### config.mk
export PLATFORM = sky130hd
export DESIGN_NAME = bdsp_top
export DESIGN_NICKNAME = d
export VERILOG_FILES = /design/src/shared/bdsp_pkg.sv /design/src/hdl/bdsp_top.sv /design/src/hdl/bdsp_bit_sync.sv
export SDC_FILE = /design/constraint.sdc
export NUM_CORES = 1
export LEC_CHECK = 0
export BUFFER_PORTS_ARGS = -buffer_cell sky130_fd_sc_hd__buf_2
export CORE_MARGIN = 2
export CORE_UTILIZATION = 40
export CTS_BUF_LIST = sky130_fd_sc_hd__clkbuf_16
export DETAILED_ROUTE_END_ITERATION = 8
export PLACE_DENSITY = 0.67
export SYNTH_ARGS = -nofsm -noshare
export SYNTH_HDL_FRONTEND = slang
export SYNTH_SLANG_ARGS = --single-unit
### constraint.sdc
create_clock -name core_clk -period 3.3 [get_ports core_clk]
set_input_delay 0.33 -clock core_clk [delete_from_list [all_inputs] [get_ports core_clk]]
set_output_delay 0.33 -clock core_clk [all_outputs]
set_load 0.03 [all_outputs]
### src/shared/bdsp_pkg.sv
// Constants and types shared by the background debug serial port.
`default_nettype none
// ---------------------------------------------------------------------
// What this block does
// Sample link clock and data every core edge
// Host drives link clock, at most one fifth
// Packets are 17 bits, MSB first, full duplex
// Host holds link clock low between bits
// Host frames packets by counting clocks
// Two sync cycles, state change, then output
// Ready for next transfer within 32 cycles
// Responses carry the documented status codes
// Host sends control bit as zero
// Host avoids commands during debug writes
// Decode general register read and write
// Decode memory reads by size, stealing cycles
// Decode memory writes by size, stealing cycles
// Dump reads next operand after a read
// Fill writes next operand after a write
// Resume restarts execution, only while halted
// Null command does nothing
// Decode system control register read, write
// Decode debug unit register read, write
// Halted, steal and parallel command classes
// Unknown commands answer illegal, do nothing
// Command word fields: operation, direction, size
// Each reply answers the previous command
// Host resends a command answered illegal
// ---------------------------------------------------------------------
package bdsp_pkg;

  // -------------------------------------------------------------------
  // framing and timing
  // -------------------------------------------------------------------
  localparam int PKT_BITS = 17;
  localparam logic [4:0] BIT_LAST = 5'h10;
  localparam int TURN_CYCLES = 32;

  // -------------------------------------------------------------------
  // response packets, status bit on top
  // -------------------------------------------------------------------
  localparam logic [16:0] RSP_NOT_READY = 17'h10000;
  localparam logic [16:0] RSP_BUS_ERR = 17'h10001;
  localparam logic [16:0] RSP_ILLEGAL = 17'h1FFFF;
  localparam logic [16:0] RSP_DONE = 17'h0FFFF;

  // -------------------------------------------------------------------
  // command word fields
  // -------------------------------------------------------------------
  localparam int SZ_MSB = 7;
  localparam int SZ_LSB = 6;
  localparam int SEL_MSB = 7;
  localparam int GPR_SEL_MSB = 3;
  localparam logic [1:0] SZ_BYTE = 2'h0;
  localparam logic [1:0] SZ_WORD = 2'h1;
  localparam logic [1:0] SZ_LONG = 2'h2;
  localparam logic [1:0] SZ_RSVD = 2'h3;
  localparam logic [5:0] CMD_LOW_ZERO = 6'h00;

  // -------------------------------------------------------------------
  // command codes
  // -------------------------------------------------------------------
  localparam logic [11:0] CMD_RD_GPR = 12'h218;
  localparam logic [11:0] CMD_WR_GPR = 12'h208;
  localparam logic [7:0] CMD_MEM_RD = 8'h19;
  localparam logic [7:0] CMD_MEM_WR = 8'h18;
  localparam logic [7:0] CMD_DUMP = 8'h1D;
  localparam logic [7:0] CMD_FILL = 8'h1C;
  localparam logic [15:0] CMD_GO = 16'h0C00;
  localparam logic [15:0] CMD_NOP = 16'h0000;
  localparam logic [15:0] CMD_RD_CTRL = 16'h2980;
  localparam logic [15:0] CMD_WR_CTRL = 16'h2880;
  localparam logic [7:0] CMD_RD_DBG = 8'h2D;
  localparam logic [7:0] CMD_WR_DBG = 8'h2C;

  // -------------------------------------------------------------------
  // types
  // -------------------------------------------------------------------
  typedef enum logic [1:0] {
    ST_IDLE = 2'b00,
    ST_EXT = 2'b01,
    ST_EXEC = 2'b10,
    ST_RESULT = 2'b11
  } bdsp_state_t;

  // bit 0 set marks a write kind
  typedef enum logic [2:0] {
    K_GPR_RD = 3'b000,
    K_GPR_WR = 3'b001,
    K_MEM_RD = 3'b010,
    K_MEM_WR = 3'b011,
    K_CTRL_RD = 3'b100,
    K_CTRL_WR = 3'b101,
    K_DBG_RD = 3'b110,
    K_DBG_WR = 3'b111
  } bdsp_kind_t;

endpackage
`default_nettype wire

### src/hdl/bdsp_top.sv
// Background debug serial port: link framing, command decode, sequencing.
`default_nettype none
module bdsp_top
  import bdsp_pkg::*;
#(
  parameter int SYNC_STAGES = 2
) (
  // clock and reset
  input wire logic core_clk,
  input wire logic reset_n,
  // serial link
  input wire logic serial_debug_clock,
  input wire logic serial_debug_input,
  output logic serial_debug_output,
  // processor state
  input wire logic cpu_halted,
  output logic resume_pulse,
  // access request toward core, bus and debug unit
  output logic req_valid,
  output bdsp_kind_t req_kind,
  output logic [31:0] req_addr,
  output logic [31:0] req_wdata,
  output logic [1:0] req_size,
  output logic [7:0] req_sel,
  // access answer
  input wire logic req_done,
  input wire logic req_error,
  input wire logic [31:0] req_rdata
);

  // -------------------------------------------------------------------
  // bit phase
  // -------------------------------------------------------------------
  logic take;
  logic drive;
  logic bit_in;

  bdsp_bit_sync #(
    .SYNC_STAGES(SYNC_STAGES)
  ) u_sync (
    .core_clk(core_clk),
    .reset_n(reset_n),
    .serial_debug_clock(serial_debug_clock),
    .serial_debug_input(serial_debug_input),
    .take(take),
    .drive(drive),
    .bit_value(bit_in)
  );

  // -------------------------------------------------------------------
  // framing
  // -------------------------------------------------------------------
  logic [14:0] rx_shift;
  logic [4:0] bit_cnt;
  logic [16:0] tx_shift;

  wire packet_end = take && (bit_cnt == BIT_LAST);
  wire load_now = drive && (bit_cnt == 5'h00);
  // the control bit falls off the top; only the data word matters
  wire [15:0] rx_data = {rx_shift, bit_in};

  always_ff @(posedge core_clk) begin
    if (!reset_n) begin
      rx_shift <= 15'h0000;
      bit_cnt <= 5'h00;
    end else if (take) begin
      rx_shift <= rx_data[14:0];
      bit_cnt <= packet_end ? 5'h00 : bit_cnt + 5'h01;
    end
  end

  // -------------------------------------------------------------------
  // command decode
  // -------------------------------------------------------------------
  wire [1:0] cw_size = rx_data[SZ_MSB:SZ_LSB];
  wire size_ok = (cw_size != SZ_RSVD)
    && (rx_data[5:0] == CMD_LOW_ZERO);
  wire [7:0] cw_op = rx_data[15:8];
  wire [7:0] cw_low = rx_data[SEL_MSB:0];

  wire dec_rd_gpr = rx_data[15:4] == CMD_RD_GPR;
  wire dec_wr_gpr = rx_data[15:4] == CMD_WR_GPR;
  wire dec_mem_rd = (cw_op == CMD_MEM_RD) && size_ok;
  wire dec_mem_wr = (cw_op == CMD_MEM_WR) && size_ok;
  wire dec_dump = (cw_op == CMD_DUMP) && size_ok;
  wire dec_fill = (cw_op == CMD_FILL) && size_ok;
  wire dec_go = rx_data == CMD_GO;
  wire dec_nop = rx_data == CMD_NOP;
  wire dec_rd_ctrl = rx_data == CMD_RD_CTRL;
  wire dec_wr_ctrl = rx_data == CMD_WR_CTRL;
  wire dec_rd_dbg = cw_op == CMD_RD_DBG;
  wire dec_wr_dbg = cw_op == CMD_WR_DBG;

  wire dec_legal = dec_rd_gpr | dec_wr_gpr | dec_mem_rd | dec_mem_wr
    | dec_dump | dec_fill | dec_go | dec_nop | dec_rd_ctrl
    | dec_wr_ctrl | dec_rd_dbg | dec_wr_dbg;
  // halted class; steal and parallel classes run with the core going
  wire dec_need_halt = dec_rd_gpr | dec_wr_gpr | dec_go
    | dec_rd_ctrl | dec_wr_ctrl;
  wire dec_is_mem = dec_mem_rd | dec_mem_wr | dec_dump | dec_fill;
  wire dec_long = cw_size == SZ_LONG;

  wire [1:0] dec_addr_words = (dec_mem_rd | dec_mem_wr | dec_rd_ctrl
    | dec_wr_ctrl) ? 2'h2 : 2'h0;
  wire [1:0] dec_data_words = (dec_wr_gpr | dec_wr_ctrl | dec_wr_dbg)
    ? 2'h2 : ((dec_mem_wr | dec_fill) ? (dec_long ? 2'h2 : 2'h1) : 2'h0);

  wire bdsp_kind_t dec_kind = dec_wr_gpr ? K_GPR_WR
    : (dec_mem_rd | dec_dump) ? K_MEM_RD
    : (dec_mem_wr | dec_fill) ? K_MEM_WR
    : dec_rd_ctrl ? K_CTRL_RD
    : dec_wr_ctrl ? K_CTRL_WR
    : dec_rd_dbg ? K_DBG_RD
    : dec_wr_dbg ? K_DBG_WR
    : K_GPR_RD;
  wire [7:0] dec_sel = (dec_rd_gpr | dec_wr_gpr)
    ? {4'h0, rx_data[GPR_SEL_MSB:0]}
    : ((dec_rd_dbg | dec_wr_dbg) ? cw_low : 8'h00);
  wire [1:0] dec_size = dec_is_mem ? cw_size : SZ_LONG;

  // -------------------------------------------------------------------
  // command outcome
  // -------------------------------------------------------------------
  bdsp_state_t state;
  logic [1:0] addr_left;
  logic [1:0] data_left;
  logic res_s;
  logic [15:0] res_word;
  logic [15:0] res_lo;
  logic [1:0] res_left;
  logic rd_chain;
  logic wr_chain;

  // a dump or fill without its opening read or write is refused
  wire dec_bad_seq = (dec_dump & ~rd_chain) | (dec_fill & ~wr_chain);
  wire cmd_illegal = ~dec_legal | dec_bad_seq;
  wire cmd_refused = dec_need_halt & ~cpu_halted;
  wire cmd_quick = cmd_illegal | cmd_refused | dec_nop | dec_go;
  wire [16:0] quick_rsp = cmd_illegal ? RSP_ILLEGAL
    : (cmd_refused ? RSP_BUS_ERR : RSP_DONE);
  wire cmd_has_ext = (dec_addr_words != 2'h0) || (dec_data_words != 2'h0);
  // the last result word travels while the next command arrives
  wire cmd_slot = (state == ST_IDLE)
    || (state == ST_RESULT && res_left == 2'h0);

  // -------------------------------------------------------------------
  // extension words and results
  // -------------------------------------------------------------------
  wire kind_mem = (req_kind == K_MEM_RD) || (req_kind == K_MEM_WR);
  wire [2:0] ext_total = {1'b0, addr_left} + {1'b0, data_left};
  wire ext_last = ext_total == 3'h1;
  wire [31:0] ext_addr = {req_addr[15:0], rx_data};
  wire align_now = kind_mem && (addr_left == 2'h1);
  wire [31:0] next_addr = !align_now ? ext_addr
    : (req_size == SZ_LONG) ? {ext_addr[31:2], 2'b00}
    : (req_size == SZ_WORD) ? {ext_addr[31:1], 1'b0}
    : ext_addr;
  wire [31:0] size_step = (req_size == SZ_LONG) ? 32'h0000_0004
    : ((req_size == SZ_WORD) ? 32'h0000_0002 : 32'h0000_0001);
  // a byte comes back in the low half; the upper byte is filled with zero
  wire [15:0] short_data = (req_size == SZ_BYTE)
    ? {8'h00, req_rdata[7:0]} : req_rdata[15:0];
  wire [16:0] resp_next = (state == ST_RESULT && res_left != 2'h0)
    ? {res_s, res_word} : RSP_NOT_READY;

  // -------------------------------------------------------------------
  // sequencer
  // -------------------------------------------------------------------
  always_ff @(posedge core_clk) begin
    if (!reset_n) begin
      state <= ST_IDLE;
      addr_left <= 2'h0;
      data_left <= 2'h0;
      req_valid <= 1'b0;
      req_kind <= K_GPR_RD;
      req_addr <= 32'h0000_0000;
      req_wdata <= 32'h0000_0000;
      req_size <= SZ_LONG;
      req_sel <= 8'h00;
      res_s <= 1'b1;
      res_word <= 16'h0000;
      res_lo <= 16'h0000;
      res_left <= 2'h0;
      rd_chain <= 1'b0;
      wr_chain <= 1'b0;
      resume_pulse <= 1'b0;
    end else begin
      resume_pulse <= 1'b0;
      if (load_now && state == ST_RESULT && res_left != 2'h0) begin
        res_word <= res_lo;
        res_left <= res_left - 2'h1;
      end
      if (packet_end && cmd_slot) begin
        if (cmd_quick) begin
          state <= ST_RESULT;
          {res_s, res_word} <= quick_rsp;
          res_left <= 2'h1;
          resume_pulse <= dec_go & ~cmd_illegal & ~cmd_refused;
        end else begin
          req_kind <= dec_kind;
          req_sel <= dec_sel;
          req_size <= dec_size;
          addr_left <= dec_addr_words;
          data_left <= dec_data_words;
          res_left <= 2'h0;
          if (dec_mem_rd) begin
            rd_chain <= 1'b1;
            wr_chain <= 1'b0;
          end
          if (dec_mem_wr) begin
            wr_chain <= 1'b1;
            rd_chain <= 1'b0;
          end
          if (cmd_has_ext) begin
            state <= ST_EXT;
          end else begin
            state <= ST_EXEC;
            req_valid <= 1'b1;
          end
        end
      end else if (packet_end && state == ST_EXT) begin
        if (addr_left != 2'h0) begin
          req_addr <= next_addr;
          addr_left <= addr_left - 2'h1;
        end else begin
          req_wdata <= {req_wdata[15:0], rx_data};
          data_left <= data_left - 2'h1;
        end
        if (ext_last) begin
          state <= ST_EXEC;
          req_valid <= 1'b1;
        end
      end else if (state == ST_EXEC && req_done) begin
        req_valid <= 1'b0;
        state <= ST_RESULT;
        res_left <= 2'h1;
        if (kind_mem) begin
          req_addr <= req_addr + size_step;
        end
        if (req_error) begin
          {res_s, res_word} <= RSP_BUS_ERR;
        end else if (req_kind[0]) begin
          {res_s, res_word} <= RSP_DONE;
        end else if (req_size == SZ_LONG) begin
          res_s <= 1'b0;
          res_word <= req_rdata[31:16];
          res_lo <= req_rdata[15:0];
          res_left <= 2'h2;
        end else begin
          res_s <= 1'b0;
          res_word <= short_data;
        end
      end
    end
  end

  // -------------------------------------------------------------------
  // transmit shifter
  // -------------------------------------------------------------------
  // the reply is loaded right after a packet ends, so the host never has to
  // wait out the turnaround while no core, bus or debug unit access is pending
  always_ff @(posedge core_clk) begin
    if (!reset_n) begin
      tx_shift <= RSP_NOT_READY;
    end else if (load_now) begin
      tx_shift <= resp_next;
    end else if (drive) begin
      tx_shift <= {tx_shift[15:0], 1'b0};
    end
  end

  assign serial_debug_output = tx_shift[16];

  // -------------------------------------------------------------------
  // checks
  // -------------------------------------------------------------------
  localparam int TURN_LIM = TURN_CYCLES - 1;
endmodule
`default_nettype wire

### src/hdl/bdsp_bit_sync.sv
// Link pin synchroniser and per-bit phase strobes.
`default_nettype none
module bdsp_bit_sync
  import bdsp_pkg::*;
#(
  parameter int SYNC_STAGES = 2
) (
  // clock and reset
  input wire logic core_clk,
  input wire logic reset_n,
  // link pins
  input wire logic serial_debug_clock,
  input wire logic serial_debug_input,
  // bit phase strobes
  output logic take,
  output logic drive,
  output logic bit_value
);

  // -------------------------------------------------------------------
  // elaboration check
  // -------------------------------------------------------------------
  if (SYNC_STAGES < 2) begin : g_bad_stages
    $error("bdsp_bit_sync needs at least two stages");
  end

  // -------------------------------------------------------------------
  // synchronisers
  // -------------------------------------------------------------------
  logic [SYNC_STAGES-1:0] clk_sync;
  logic [SYNC_STAGES-1:0] din_sync;
  logic clk_seen;

  always_ff @(posedge core_clk) begin
    if (!reset_n) begin
      clk_sync <= '0;
      din_sync <= '0;
      clk_seen <= 1'b0;
      drive <= 1'b0;
    end else begin
      clk_sync <= {clk_sync[SYNC_STAGES-2:0], serial_debug_clock};
      din_sync <= {din_sync[SYNC_STAGES-2:0], serial_debug_input};
      clk_seen <= clk_sync[SYNC_STAGES-1];
      drive <= take;
    end
  end

  // the bit is taken on the third high cycle, the output moves on the fourth
  assign take = clk_sync[SYNC_STAGES-1] & ~clk_seen;
  assign bit_value = din_sync[SYNC_STAGES-1];
endmodule
`default_nettype wire

; Word-level counts from Yosys, hierarchy flattened
; Index checks and enable logic that the tools add are counted.
[totals]
ff_bits = 165
inputBits = 39
out_inout_bits = 80
[op_classes]
n_addsub = 6
eq_ne = 30
muxes = 75
bitwise_logic = 48
n_reduce_logical = 47
[op_table]
columns = operator, count
row1 = $mux W16, 9
row2 = $mux W32, 4
row3 = $mux W17, 5
row4 = $mux W2, 29
row5 = $add A32 B3 Y32, 1
row6 = $eq A16 B14 Y1 const B, 2
row7 = $eq A8 B5 Y1 const B, 4
row8 = $or A1 B1 Y1, 29
row9 = $eq A12 B10 Y1 const B, 2
row10 = $mux W3, 8
row11 = $reduce_bool A2 Y1, 11
row12 = $reduce_and A3 Y1, 6
row13 = $mux W1, 17
row14 = $eq A16 B12 Y1 const B, 1
row15 = $eq A8 B6 Y1 const B, 2
row16 = $logic_not A16 Y1, 1
row17 = $mux W8, 2
row18 = $logic_and A1 B1 Y1, 15
row19 = $not A1 Y1, 13
row20 = $ne A2 B2 Y1 const B, 6
row21 = $eq A2 B2 Y1 const B, 4
row22 = $reduce_and A4 Y1, 2
row23 = $and A1 B1 Y1, 6
row24 = $eq A2 B1 Y1 const B, 3
row25 = 16 further kinds, 24

; Longest topological paths before layout
[logic_depth]
word_depth = 20
ltp_mapped = 13
ltp_nobuf = 12

; Cells and area by module
; From an unflattened synthesis, not the netlist that was laid out.
[unflattened]
cells_unflattened = 1012
area_unflattened_um2 = 8286.7
[by_module_without_submodules]
columns = module, instances, cells_each, area_each_um2, seq_area_each_um2
row1 = bdsp_top, 1, 999, 8114.0, 3183.1
row2 = bdsp_bit_sync, 1, 13, 172.7, 120.1

; Worst setup path after synthesis
; No wires, ideal clock.
[synth_timing]
path_type = register to register
from = register req_size[0]
to = register req_addr[30]
arrival_time_ns = 2.852
setup_slack_ns = 0.390
stages_incl_launch_ff = 13
period_less_slack_ns = 2.910
cell_sequence = dfxtp_1 -> inv_1 -> ha_1 -> inv_1 -> ha_1 -> inv_1 -> fa_1 -> nor2b_1 -> o2111a_1 -> nand3_1 -> or4_1 -> a21oi_1 -> o21a_1
[synth_between]
elab_chain_cells = 7
word_cells_on_any_way = 8
[synth_lines]
columns = element, line
row1 = start: declaration, bdsp_top.sv:23  ; output logic [1:0] req_size,
row2 = start signal: assignment, bdsp_top.sv:202  ; req_size <= dec_size;
row3 = $eq A2 B1 Y1, bdsp_top.sv:159  ; : ((req_size == SZ_WORD) ? 32'h0000_0002 : 32'h0000_0001);
row4 = $mux W2, bdsp_top.sv:159
row5 = $mux W3 *, bdsp_top.sv:158  ; wire [31:0] size_step = (req_size == SZ_LONG) ? 32'h0000_0004
row6 = $add A32 B3 Y32 *, bdsp_top.sv:238  ; req_addr <= req_addr + size_step;
row7 = $mux W32 *, bdsp_top.sv:237  ; if (kind_mem) begin
row8 = $mux W32 *, bdsp_top.sv:233  ; end else if (state == ST_EXEC && req_done) begin
row9 = $mux W32 *, bdsp_top.sv:221  ; end else if (packet_end && state == ST_EXT) begin
row10 = end signal: assignment, bdsp_top.sv:223  ; req_addr <= next_addr;
row11 = end signal: assignment, bdsp_top.sv:238
row12 = end: declaration, bdsp_top.sv:21  ; output logic [31:0] req_addr,
; Every way passes the cells marked *; elsewhere a longest branch is shown, timed or not. The select of a mux whose other input is x is not followed.
; A chain may end at the register's enable or synchronous reset.

; Worst setup path after layout
; Ends and elaborated chain as after synthesis.

==> flow_summary.yaml <==
clock_network:
  clk_pin_slew_ns: 0.07
  cts_resized: 0
  cts.sinks: 165
  cts-htree-levels: 4
  cts_tree: "built"
  cts_buffers: 17
  clock_tree.buffer_depth: 2
  clockRootBuffer: "clkbuf_16"
  cts_setup_buffers: 0
  cts-hold-fix-buffers: 0
  clk_latency_ns: 0.44
placement:
  dp_slack_ns: 0.512
  dp_hpwl_mm: 15.5
  io_buffers: 118
  routabilityCongestion: 0.890
timing:
  min_period_ns: 2.84
  period_share_pct: 86.1
  finClkSkew_ns: 0.0112
  fmax_ghz: 0.352
  maxSlewHeadroom_pct: 17.1
  timing.final.ws_setup_ns: 0.458
  drv_slew: 0
  setup_tns_ns: 0
  rsz0062_at_grt: "false"
  finalHoldViolations: 0
  setup_viol: 0
  whs_ns: 0.101
  tightestPinTransition_ns: 1.24
synthesis:
  syn_avg_cell_area_um2: 7.84
  syn-num-nets: 1086
  netlist_area_mm2: 0.00809
  synth_sequential_area_ratio_pct: 40.8
  synth_cell_types: 73
  yosysWarnings: 0
  synth_flop_cell: "dfxtp_1"
  synth-seq-cells: 165
  synth_edf_count: 0
  synthCells: 1033
  async_flop_share_pct: 0
grt:
  antenna_found_initial: 0
  grt_max_degree: 70
  grt_usage_pct: 21.3
  grt_pass1_vias: 7124
  overflow: 0
  grt_pass1_wl_mm: 37.4
job:
  drv_cap: 0
power_and_ir_drop:
  p_leak_nw: 3.52
  peakVddDrop_mv: 0.372
  power_mw: 4.11
  powerDensity_mw_per_mm2: 440
detailed_routing:
  vias: 7717
  drt_first_pass_iters: 5
  wl_per_cell_um: 16.6
  drc_errors: 0
  antenna_left: 0
  drt_iter0_markers: 625
  drt_wl_total_mm: 22.9
  via_per_inst: 5.59
setup_path:
  cp_data_arrival_time_ns: 3.23
  end_kind: "flop"
  cp.required_ns: 3.69
  crit_fanout: 6
  critical_path_class: "flop to flop"
  worstSetupStartpointType: "flop"
finish:
  final_layout_size_suffix_gt1_share_pct: 18.1
  antenna_cells: 0
  nNetsFinal: 1151
  nFillCells: 2068
  area_delta_synth_final_pct: 15.5
floorplanning:
  rows: 52
  die_y_um: 146
  initial_core_util_pct: 40.4
  core_area_mm2: 0.0200
  dieArea_mm2: 0.0214
  die_w_um: 146
  ios: 119
hold_path:
  hold_class: "input port to flop"
outcome:
  status: "completed"
## cells in the mapped netlist, types with 6 or more instances
| cell | instances | area (um2) |
|---|---|---|
| nand2_1 | 177 | 664 |
| dfxtp_1 | 165 | 3300 |
| a21oi_1 | 122 | 611 |
| o21ai_0 | 100 | 500 |
| nor2_1 | 69 | 259 |
| clkbuf_1 | 61 | 229 |
| nand4_1 | 23 | 144 |
| nor3_1 | 23 | 115 |
| mux2i_1 | 22 | 220 |
| nand3_1 | 22 | 110 |
| inv_1 | 20 | 75.1 |
| buf_4 | 18 | 135 |
| nand2b_1 | 14 | 87.6 |
| nor4_1 | 13 | 81.3 |
| ha_1 | 12 | 150 |
| and2_1 | 11 | 68.8 |
| buf_2 | 11 | 55.1 |
| a31oi_1 | 8 | 50.1 |
| o311ai_1 | 8 | 70.1 |
| a22oi_1 | 7 | 52.6 |
| mux2_2 | 7 | 78.8 |
| nor2b_1 | 7 | 43.8 |
| o311ai_0 | 7 | 61.3 |
| o21a_1 | 6 | 45.0 |
## per-layer routing
layer | routed length (um) | GRT usage [%]
met1 | 11000 | 30.0
met2 | 10200 | 32.7
met3 | 1360 | 4.56
met4 | 409 | 6.75
met5 | 0 | 0
## critical path, stage by stage (launching register included)
cell and delay [ns]:
dfxtp_1 0.37, inv_1 0.08, ha_1 0.29, inv_1 0.07, ha_1 0.16, inv_1 0.06, fa_1 0.40, nor2b_1 0.16
o2111a_1 0.22, nand3_1 0.18, or4_1 0.51, a21oi_1 0.16, o21a_1 0.13
## sequential cells by signal, summed over array words and instances, names as in the netlist, 2 cells and up
signal / count
data_left: 2
res_left: 2
req_size: 2
u_sync.din_sync: 2
res_lo: 16
bit_cnt: 5
u_sync.clk_sync: 2
req_kind: 3
state: 2
tx_shift: 17
req_sel: 8
addr_left: 2
req_addr: 32
req_wdata: 32
rx_shift: 15
res_word: 16
## power breakdown
part	internal (mW)	switching, mW
Combinational	0.0461	0.0835
Clock	1.01	0.953
Sequential	2.00	0.0151
## cells in the final DEF, fill, tap and decap left out, types with 8 or more instances in the layout
cell	Yosys	final
clkbuf_16	0	17
mux2i_1	22	22
ha_1	12	12
nor4_1	13	13
nor2_1	69	69
nand2_1	177	177
a21oi_1	122	122
inv_1	20	19
nand4_1	23	23
o311ai_1	8	8
dfxtp_1	165	165
o21ai_0	100	100
nand3_1	22	22
nand2b_1	14	14
a31oi_1	8	8
buf_2	11	118
buf_4	18	24
nor3_1	23	23
and2_1	11	11
## final cells by class
type | instances | area [um2] | share of cell area [%]
multi-input combinational | 752 | 4280 | 45.8
sequential | 165 | 3300 | 35.3
timing repair buffer | 142 | 771 | 8.24
clock buffer | 17 | 425 | 4.55
tap | 270 | 338 | 3.61
clock inverter | 15 | 159 | 1.70
inverter | 20 | 75.1 | 0.803
## cell families after synthesis
| family | Yosys count | share of synthesized area [%] |
|---|---|---|
| and+or+nand+nor | 385 | 22.4 |
| AOI/OAI and AO/OA | 318 | 23.6 |
| DFF | 165 | 40.8 |
| buffers and inverters | 116 | 6.48 |
| muxes | 29 | 3.69 |
| adders and majority gates | 14 | 2.35 |
| xor gates and xnor gates | 6 | 0.649 |
## worst paths after layout
path / startpoint / to / slack (ns) / depth (start not counted)
worst max-delay path: req_size[0] / req_addr[30] / 0.46 / 12
worst min-delay path: serial_debug_clock / u_sync.clk_sync[0] / 0.10 / 2
worst max register to register: req_size[0] / req_addr[30] / 0.46 / 12
worst min register to register: u_sync.clk_sync[0] / u_sync.clk_sync[1] / 0.44 / 1
## through the flow
stage               cells  cell area (um2)  utilization [%]
floorplan            1033             8090                -
global placement     1349             8770             43.7
detailed placement   1349             8770             43.7
CTS                  1381             9350             46.7
global route         1381             9350             46.7
finish               1381             9350             46.7
(Power assumes the default switching activity.)
